$ cat src/hdl/sifm_pkg.sv
`default_nettype none
package sifm_pkg;
  // ----------------------------------------------------------------
  // Timing
  // ----------------------------------------------------------------
  localparam int unsigned CLK_PERIOD_NS = 32'h0000_000A;
  localparam int unsigned TICK_PERIOD_NS = 32'h0000_2710;
  localparam int unsigned TICK_CYC = TICK_PERIOD_NS / CLK_PERIOD_NS;
  localparam int unsigned DIV_STEPS = 32'h0000_0014;

  // ----------------------------------------------------------------
  // Channel layout and frequency limits (tenths of a hertz)
  // ----------------------------------------------------------------
  localparam int unsigned NUM_CH = 32'h0000_0008;
  localparam int unsigned NUM_PAIR = 32'h0000_0004;
  localparam logic [15:0] MIN_FREQ_DHZ = 16'h0014;
  localparam logic [15:0] MAX_FREQ_DHZ = 16'h1388;
  localparam logic [15:0] FREQ_SAT = 16'hFFFF;
  // Ticks per second times ten: quotient by period ticks gives 0.1 Hz
  localparam logic [19:0] FREQ_NUMER = 20'hF4240;
  // Longest period still at or above the minimum frequency
  localparam logic [15:0] PER_MAX_TICKS = 16'hC350;

  // ----------------------------------------------------------------
  // Object dictionary entries
  // ----------------------------------------------------------------
  localparam logic [15:0] OD_IDX_FREQ = 16'hA008;
  localparam logic [15:0] OD_IDX_PEAK = 16'hA009;
  localparam logic [7:0] OD_SUB_COUNT = 8'h00;
  localparam logic [15:0] OD_COUNT_VAL = 16'h0008;
  localparam logic [15:0] PEAK_RESET = 16'h0000;
  localparam logic [15:0] FREQ_RESET = 16'h0000;

  // ----------------------------------------------------------------
  // Types
  // ----------------------------------------------------------------
  typedef enum logic [2:0] {
    PM_DIGITAL = 3'b000,
    PM_VEL_X = 3'b001,
    PM_VEL_Y = 3'b010,
    PM_VEL_XY = 3'b011,
    PM_SYNC = 3'b100,
    PM_ENC = 3'b101
  } sifm_mode_t;

  typedef enum logic [0:0] {
    DV_IDLE = 1'b0,
    DV_RUN = 1'b1
  } sifm_div_t;

  typedef struct packed {
    logic rd;
    logic [15:0] index;
    logic [7:0] sub;
  } sifm_od_req_t;

  typedef struct packed {
    logic valid;
    logic err;
    logic [15:0] data;
  } sifm_od_rsp_t;

  typedef struct packed {
    logic [7:0] in_prev;
    logic [9:0] tick_cnt;
    logic tick;
    logic [7:0][15:0] per_cnt;
    logic [7:0] armed;
    logic [7:0][15:0] per_lat;
    logic [7:0] pend;
    logic [7:0][15:0] freq;
    logic [7:0][15:0] peak;
    sifm_div_t dv;
    logic [2:0] dv_ch;
    logic [4:0] dv_step;
    logic [15:0] dv_div;
    logic [16:0] dv_rem;
    logic [19:0] dv_quo;
    logic [7:0] logic_out;
    logic diag;
    logic ack_prev;
    sifm_od_rsp_t od;
  } sifm_state_t;
endpackage
`default_nettype wire

$ cat src/hdl/sifm_monitor.sv
`timescale 1ns/100ps
`default_nettype none
module sifm_monitor
  import sifm_pkg::*;
(
  // Clock and reset
  input wire logic sys_clk_i,
  input wire logic reset_i,
  // Pulse inputs and safe results
  input wire logic [7:0] channel_i,
  output logic [7:0] safe_logic_o,
  // Safe parameters
  input wire logic [3:0][2:0] pair_logic_mode_i,
  input wire logic [7:0][15:0] limit_dhz_i,
  // Diagnostic
  input wire logic error_acknowledge_i,
  output logic over_range_diag_o,
  // Object dictionary read port
  input wire sifm_od_req_t od_req_i,
  output sifm_od_rsp_t od_rsp_o
);

  // ----------------------------------------------------------------
  // Helpers
  // ----------------------------------------------------------------
  function automatic logic below_limit(input logic [15:0] f, input logic [15:0] lim);
    below_limit = f < lim;
  endfunction

  function automatic sifm_od_rsp_t od_pick(input logic [7:0][15:0] tbl, input logic [7:0] sub);
    od_pick.valid = 1'b1;
    od_pick.err = 1'b0;
    od_pick.data = 16'h0000;
    if (sub == OD_SUB_COUNT) begin
      od_pick.data = OD_COUNT_VAL;
    end else if (sub <= 8'(NUM_CH)) begin
      od_pick.data = tbl[3'(sub - 8'h01)];
    end else begin
      od_pick.err = 1'b1;
    end
  endfunction

  sifm_state_t st_q;
  sifm_state_t st_d;
  logic [7:0] fall;
  logic dv_done;
  logic [15:0] dv_freq;
  logic ack_rise;
  logic over_now;

  // ----------------------------------------------------------------
  // Next state
  // ----------------------------------------------------------------
  always_comb begin
    logic [16:0] rem_sh;
    logic [19:0] quo_n;
    logic [2:0] pick;
    logic found;
    logic bx;
    logic by;
    st_d = st_q;
    rem_sh = 17'h00000;
    quo_n = 20'h00000;
    pick = 3'h0;
    found = 1'b0;
    bx = 1'b0;
    by = 1'b0;
    dv_done = 1'b0;
    dv_freq = FREQ_RESET;
    over_now = 1'b0;
    fall = st_q.in_prev & ~channel_i;
    ack_rise = error_acknowledge_i & ~st_q.ack_prev;
    st_d.in_prev = channel_i;
    st_d.ack_prev = error_acknowledge_i;

    // Common 10 us time base for all period counters
    st_d.tick = 1'b0;
    if (st_q.tick_cnt == 10'(TICK_CYC - 1)) begin
      st_d.tick_cnt = 10'h000;
      st_d.tick = 1'b1;
    end else begin
      st_d.tick_cnt = st_q.tick_cnt + 10'h001;
    end

    // Serial divider: one channel at a time, 20 steps each
    case (st_q.dv)
      DV_IDLE: begin
        for (int i = NUM_CH - 1; i >= 0; i--) begin
          if (st_q.pend[i]) begin
            pick = 3'(i);
            found = 1'b1;
          end
        end
        if (found) begin
          st_d.dv = DV_RUN;
          st_d.dv_ch = pick;
          st_d.dv_div = st_q.per_lat[pick];
          st_d.pend[pick] = 1'b0;
          st_d.dv_step = 5'h00;
          st_d.dv_rem = 17'h00000;
          st_d.dv_quo = 20'h00000;
        end
      end
      DV_RUN: begin
        rem_sh = {st_q.dv_rem[15:0], FREQ_NUMER[5'(DIV_STEPS - 1) - st_q.dv_step]};
        if (rem_sh >= {1'b0, st_q.dv_div}) begin
          st_d.dv_rem = rem_sh - {1'b0, st_q.dv_div};
          quo_n = {st_q.dv_quo[18:0], 1'b1};
        end else begin
          st_d.dv_rem = rem_sh;
          quo_n = {st_q.dv_quo[18:0], 1'b0};
        end
        st_d.dv_quo = quo_n;
        st_d.dv_step = st_q.dv_step + 5'h01;
        if (st_q.dv_step == 5'(DIV_STEPS - 1)) begin
          dv_done = 1'b1;
          st_d.dv = DV_IDLE;
          dv_freq = (quo_n > {4'h0, FREQ_SAT}) ? FREQ_SAT : quo_n[15:0];
          if (dv_freq < MIN_FREQ_DHZ) begin
            dv_freq = FREQ_RESET;
          end
          over_now = dv_freq > MAX_FREQ_DHZ;
          st_d.freq[st_q.dv_ch] = dv_freq;
          if (dv_freq > st_q.peak[st_q.dv_ch]) begin
            st_d.peak[st_q.dv_ch] = dv_freq;
          end
        end
      end
      default: begin
        st_d.dv = DV_IDLE;
      end
    endcase

    // Period between falling edges; silence past 0.5 s means below 2 Hz
    for (int i = 0; i < NUM_CH; i++) begin
      if (fall[i]) begin
        if (st_q.armed[i] && st_q.per_cnt[i] <= PER_MAX_TICKS) begin
          st_d.per_lat[i] = st_q.per_cnt[i];
          st_d.pend[i] = 1'b1;
        end
        st_d.armed[i] = 1'b1;
        st_d.per_cnt[i] = 16'h0000;
      end else if (st_q.tick && st_q.armed[i]) begin
        // Exactly 2 Hz still measures; only a longer silence drops to zero
        if (st_q.per_cnt[i] >= PER_MAX_TICKS) begin
          st_d.armed[i] = 1'b0;
          st_d.pend[i] = 1'b0;
          st_d.freq[i] = FREQ_RESET;
        end else begin
          st_d.per_cnt[i] = st_q.per_cnt[i] + 16'h0001;
        end
      end
    end

    // Set wins over the acknowledge edge
    st_d.diag = over_now | (st_q.diag & ~ack_rise);

    // Safe result per pair; undefined modes fall to the safe 0
    for (int p = 0; p < NUM_PAIR; p++) begin
      bx = below_limit(st_q.freq[2 * p], limit_dhz_i[2 * p]);
      by = below_limit(st_q.freq[2 * p + 1], limit_dhz_i[2 * p + 1]);
      case (pair_logic_mode_i[p])
        PM_DIGITAL: begin
          st_d.logic_out[2 * p] = channel_i[2 * p];
          st_d.logic_out[2 * p + 1] = channel_i[2 * p + 1];
        end
        PM_VEL_X: begin
          st_d.logic_out[2 * p] = bx;
          st_d.logic_out[2 * p + 1] = channel_i[2 * p + 1];
        end
        PM_VEL_Y: begin
          st_d.logic_out[2 * p] = channel_i[2 * p];
          st_d.logic_out[2 * p + 1] = by;
        end
        PM_VEL_XY: begin
          st_d.logic_out[2 * p] = bx;
          st_d.logic_out[2 * p + 1] = by;
        end
        // Encoder states are never judged, only frequencies
        PM_SYNC, PM_ENC: begin
          st_d.logic_out[2 * p] = bx & by;
          st_d.logic_out[2 * p + 1] = bx & by;
        end
        default: begin
          st_d.logic_out[2 * p] = 1'b0;
          st_d.logic_out[2 * p + 1] = 1'b0;
        end
      endcase
    end

    // Object dictionary read, answered one cycle later
    st_d.od = '0;
    if (od_req_i.rd) begin
      if (od_req_i.index == OD_IDX_FREQ) begin
        st_d.od = od_pick(st_q.freq, od_req_i.sub);
      end else if (od_req_i.index == OD_IDX_PEAK) begin
        st_d.od = od_pick(st_q.peak, od_req_i.sub);
      end else begin
        st_d.od.valid = 1'b1;
        st_d.od.err = 1'b1;
      end
    end
  end

  // ----------------------------------------------------------------
  // State register
  // ----------------------------------------------------------------
  always_ff @(posedge sys_clk_i) begin
    if (reset_i) begin
      st_q <= '0;
    end else begin
      st_q <= st_d;
    end
  end

  assign safe_logic_o = st_q.logic_out;
  assign over_range_diag_o = st_q.diag;
  assign od_rsp_o = st_q.od;

  logic min_bad;
  always_comb begin
    min_bad = 1'b0;
    for (int i = 0; i < NUM_CH; i++) begin
      if (st_q.freq[i] != FREQ_RESET && st_q.freq[i] < MIN_FREQ_DHZ) begin
        min_bad = 1'b1;
      end
    end
  end
endmodule // sifm_monitor
`default_nettype wire

$ cat config.mk
export PLATFORM = sky130hd
export DESIGN_NAME = sifm_monitor
export DESIGN_NICKNAME = d
export VERILOG_FILES = /design/src/hdl/sifm_pkg.sv /design/src/hdl/sifm_monitor.sv
export SDC_FILE = /design/constraint.sdc
export NUM_CORES = 2
export LEC_CHECK = 0
export ABC_AREA = 1
export BUFFER_PORTS_ARGS = -buffer_cell sky130_fd_sc_hd__buf_2
export CAP_MARGIN = 20
export CORE_ASPECT_RATIO = 0.5
export CORE_MARGIN = 3
export CORE_UTILIZATION = 56
export DETAILED_ROUTE_END_ITERATION = 10
export PLACE_DENSITY = 0.74
export RECOVER_POWER = 100
export SLEW_MARGIN = 10
export SYNTH_ARGS = -nofsm -noshare
export SYNTH_HDL_FRONTEND = slang
export SYNTH_SLANG_ARGS = --single-unit
$ cat constraint.sdc
create_clock -name sys_clk_i -period 3.5 [get_ports sys_clk_i]
set_input_delay 0.7 -clock sys_clk_i [delete_from_list [all_inputs] [get_ports sys_clk_i]]
set_output_delay 0.7 -clock sys_clk_i [all_outputs]
set_load 0.05 [all_outputs]
* Yosys cells after proc, flatten, opt, wreduce, memory -nomap -nowiden
Memories as Yosys holds them, arrays and structs flattened.
Index checks and enable logic that the tools add are counted.
** Word-level totals
- Register bits after elaboration :: 635
- Bits in read-only memories :: 32
- Bits of input ports :: 176
- Output and inout port bits :: 27
- Word-level logic and storage cells :: 378
- Memories kept :: 1
** Cells by class
- Add/sub/neg operators :: 13
- Magnitude comparators :: 36
- Equality and inequality tests :: 25
- Multiplexer cells :: 145
- Bitwise operators :: 23
- Reduce and logical (&&, ||, !) cells :: 79
** Memory list
- (no name shown) :: depth 32, bits a word 1, rd ports 1, clocked after memory_dff 0, write ports 0, RTL line sifm_monitor.sv:105 : rem_sh = {st_q.dv_rem[15:0], FREQ_NUMER[5'(DIV_STEPS - 1) - st_q.dv_step]};
** Operators with widths (count)
- 2-to-1 mux 16 bit :: 39
- 2-to-1 mux 257 bit :: 1
- bitwise mux 128 bit :: 2
- 2-to-1 mux 256 bit :: 1
- binary-select mux 16 bit (select 3 bit) :: 4
- adder 16 x 1 -> 16 bit, second input constant :: 8
- >= comparator 16 bit, second input constant :: 8
- less-or-equal comparator 16 bit, second input constant :: 8
- < comparator 16 bit :: 8
- 2-to-1 mux 128 bit :: 1
- 2-to-1 mux 1 bit :: 74
- case mux 36 bit (2 select lines) :: 1
- 2-to-1 mux 62 bit :: 1
- AND reduction 2 bit :: 25
- demux 16 bit (select 3 bit) :: 1
- case mux 2 bit (5 select lines) :: 4
- == test 16 bit, second input constant :: 2
- nonzero test 2 bit :: 16
- OR reduction 2 bit :: 14
- 2-to-1 mux 3 bit :: 9
- == test 3 x 2 -> 1 bit, second input constant :: 8
- == test 3 bit, second input constant :: 8
- greater-than comparator 20 x 16 -> 1 bit, second input constant :: 1
- 2-to-1 mux 20 bit :: 1
- other kinds (31) :: 76

* Logic depth before layout (Yosys ltp)
- Word-level depth :: 20
- Gate-level depth with buffers :: 23
- Mapped depth without buffers :: 22

* Least setup slack after synthesis
No wires, ideal clock.
- Path kind :: register -> register
- Start :: register st_q[83] (netlist bit)
- End :: register (tool-made name)
- Setup time :: 120 ps
- Arrival time :: 3247 ps
- Required time :: 3380 ps
- Setup slack :: 133 ps
- Cell stages (with the launch flop) :: 24
- Path buffers :: 2
- Path through :: dfxtp_1 inv_1 ha_1 nand3_1 o211a_1 ha_1 nand3_1 nor2_1 nand2_1 nor2_1 nor2_1 nand3_1 nand2_2 buf_6 ha_1 inv_1 a21oi_1 o21ai_0 a21oi_1 o21ai_2 nand3_2 clkbuf_1 o21ai_0 a21oi_1
** RTL lines
- start, declared :: RTL line sifm_monitor.sv:43 : sifm_state_t st_q;
- start signal, assigned :: RTL line sifm_monitor.sv:212 : st_q <= st_d;

==> metrics.csv <==
stage,metric,value,unit
outcome,status,completed,
layout,finish.utilization,0.647,
clocking,clk-insertion-delay-late,0.65,ns
clocking,cts_made_buffers,57,
critical_path,path_max_fanout,8,
synth,synthCells,4645,
timing,fin_crit_sh,0.971,
clocking,cts.sinks,635,
global_routing,grt_max_degree,154,
synth,seq_area_frac_synth,0.385,
detailed_routing,vias,33000,
layout,final_cell_mix,"a21oi_1, inv_1, dfxtp_1",
timing,setup_viol,0,
synth,yosys_warnings,0,
layout,drive_gt1_frac,0.117,
floorplanning,die-area,0.0620,mm²
critical_path,startpoint_type,flip-flop,
synth,yosys_register_bits,635,
placed_design,post-dp-hpwl,77900,µm
worst_hold_path,min_path_type,primary input to flip-flop,
layout,area_growth,13.3,%
detailed_routing,dr.pass1.iters,7,
floorplanning,ios,203,
clocking,clk_pin_slew,0.07,ns
critical_path,path_class,flip-flop to flip-flop,
global_routing,grt_pass1_wl,162000,µm
global_routing,grtUsageTotal,0.328,
critical_path,ff2ff_setup_slack,0.10,ns
layout,nNetsFinal,5143,
critical_path,crit_arrival,3.92,ns
critical_path,worstRegToRegCells,15,
critical_path,cp.required,4.03,ns
detailed_routing,initialDrtViolationCount,3551,
job,maxCapViolations,0,
detailed_routing,dr_wl_met2,45800,µm
clocking,htreeDepth,2,
detailed_routing,dr_wl_met3,10500,µm
global_routing,grt_pass1_vias,29600,
clocking,root_buffer,clkbuf_16,
clocking,clockBufferDepth,3,
floorplanning,die_w,349,µm
floorplanning,core_region_area,0.0578,mm²
global_routing,antenna_found_initial,0,
timing,clock_skew,0.0294,ns
floorplanning,initial_utilization,0.571,
power_and_ir_drop,power_leakage,0.0153,µW
critical_path,r2r_start,st_q[87],
power_and_ir_drop,peakVddDrop,386,µV
detailed_routing,drc,0,
timing,achievable-frequency,294,MHz
power_and_ir_drop,power.density,475,mW/mm²
timing,final-hold-violation-count,0,
timing,fin_crit,3.40,ns
synth,synth_cell_types,53,
timing,holdWs,0.278,ns
power_and_ir_drop,power.total,17800,µW
timing,grt_setup_unrepaired,true,
detailed_routing,routed_wl,107000,µm
layout,final_cells,5607,
worst_hold_path,min_to,st_q[18],
placed_design,dp_cells,5489,
floorplanning,die_y,178,µm
synth,syn_avg_cell_area,7.10,µm²
placed_design,place.gp.congestion,0.969,
layout,diodes,0,
worst_hold_path,worstHoldPathCells,3,
synth,synth_fp_nets,4997,
placed_design,portBuffers,202,
detailed_routing,drtAntennaViolNets,0,
synth,netlist_area,0.0330,mm²
detailed_routing,routed.top_layer,met4,
worst_hold_path,min_from,error_acknowledge_i,
layout,mostFrequentLayoutCell,a21oi_1,
clocking,cts_tree,built,
layout,final_design_area_no_fill,0.0374,mm²
detailed_routing,via_per_inst,5.88,
critical_path,cp-end-kind,flip-flop,
global_routing,overflow,0,
placed_design,place_area,0.0350,mm²
floorplanning,placementRows,62,
detailed_routing,wl_met1,45800,µm
timing,slew_viol_final,0,
timing,slew_headroom,0.0863,
timing,worst_slew_pin_slew,1.36,ns
detailed_routing,avgRoutedWirePerCell,19.0,µm
==> how the worst max path moves through the flow <==
stage | from | endpoint | slack (ns) | cells after the start
finish | st_q[87] | flip-flop | 0.10 | 15
global route | st_q[82] | flip-flop | -0.07 | 23
detailed placement | st_q[82] | flip-flop | 0.03 | 22
CTS | st_q[82] | flip-flop | 0.002 | 22
global placement | st_q[83] | flip-flop | 0.14 | 22
floorplan | st_q[83] | flip-flop | 0.13 | 23
==> per-stage QoR <==
stage                     TNS (ns)  setup WS (ns)
after CTS                        0        0.00158
after floorplan                  0          0.133
after global routing         -1.97        -0.0681
after detailed placement         0         0.0255
after global placement           0          0.144
final                            0          0.103
==> routing by layer <==
| metal | up-vias | GRT usage |
|---|---|---|
| li1 | 15900 | - |
| met1 | 15300 | 0.453 |
| met2 | 1498 | 0.504 |
| met3 | 270 | 0.0657 |
| met4 | 0 | 0.134 |
| met5 | - | 0 |
==> synthesized netlist by cell type, drive strengths merged <==
master	instances	area (µm²)
clkinv	6	22.5
nor4	32	219
o22ai	58	363
a221oi	12	105
nor2	353	1400
nand4	56	350
nand3b	1	7.51
o31ai	9	67.6
a31oi	14	87.6
a21oi	735	3680
fa	1	20.0
o311ai	3	26.3
o221ai	10	87.6
o21a	3	22.5
xnor2	11	96.3
o2111ai	12	105
a211oi	24	180
a22oi	32	240
o21ai	566	2840
o41ai	1	8.76
clkbuf	152	571
xor2	26	228
dfxtp	635	12700
a21o	1	7.51
ha	175	2190
nor3b	4	30.0
nand2	594	2240
o21bai	4	30.0
inv	701	2630
a21boi	1	7.51
nand3	176	936
or2	15	93.8
or4	3	22.5
a211o	1	8.76
nor3	73	424
o211a	1	10.0
buf	98	566
o211ai	46	345
==> cell type report <==
cell class | instances | area [µm²]
flip-flops and latches | 635 | 12700
fillers | 5091 | 20400
multi-input cells | 3053 | 16700
clock inverters | 34 | 404
repair buffers | 337 | 2320
inverters | 707 | 2660
clock buffers | 73 | 1600
well taps | 768 | 961
==> where the power goes <==
part	switching (µW)	internal [µW]	total, µW
Combinational	2300	1260	3560
Clock	3020	3770	6790
Sequential	83.5	7340	7420
Total	5400	12400	17800
==> cell families after synthesis <==
family,Yosys count,synth area share
adders and majority gates,176,0.0670
xor gates and xnor gates,37,0.00982
and+or+nand+nor,1307,0.174
buffers and inverters,957,0.115
DFF,635,0.385
AOI/OAI and AO/OA,1533,0.249
==> critical path, stage by stage, from the launching register on <==
cell	delay (ns)
dfxtp_2	0.38
nand3_1	0.17
inv_1	0.22
buf_4	0.23
a221oi_1	0.36
o2111ai_1	0.21
ha_1	0.31
nand2_1	0.07
inv_1	0.04
nand4_1	0.17
nor4_2	0.08
nor2_4	0.33
nand3_4	0.26
buf_12	0.22
o21ai_1	0.14
a21oi_1	0.07
==> repair_timing <==
action,CTS,global route
setup buffers,0,4
hold buffers,0,0
setup endpoints to repair,0,128
gates resized for setup,0,90
No activity file was read; power rests on OpenSTA's default activity.
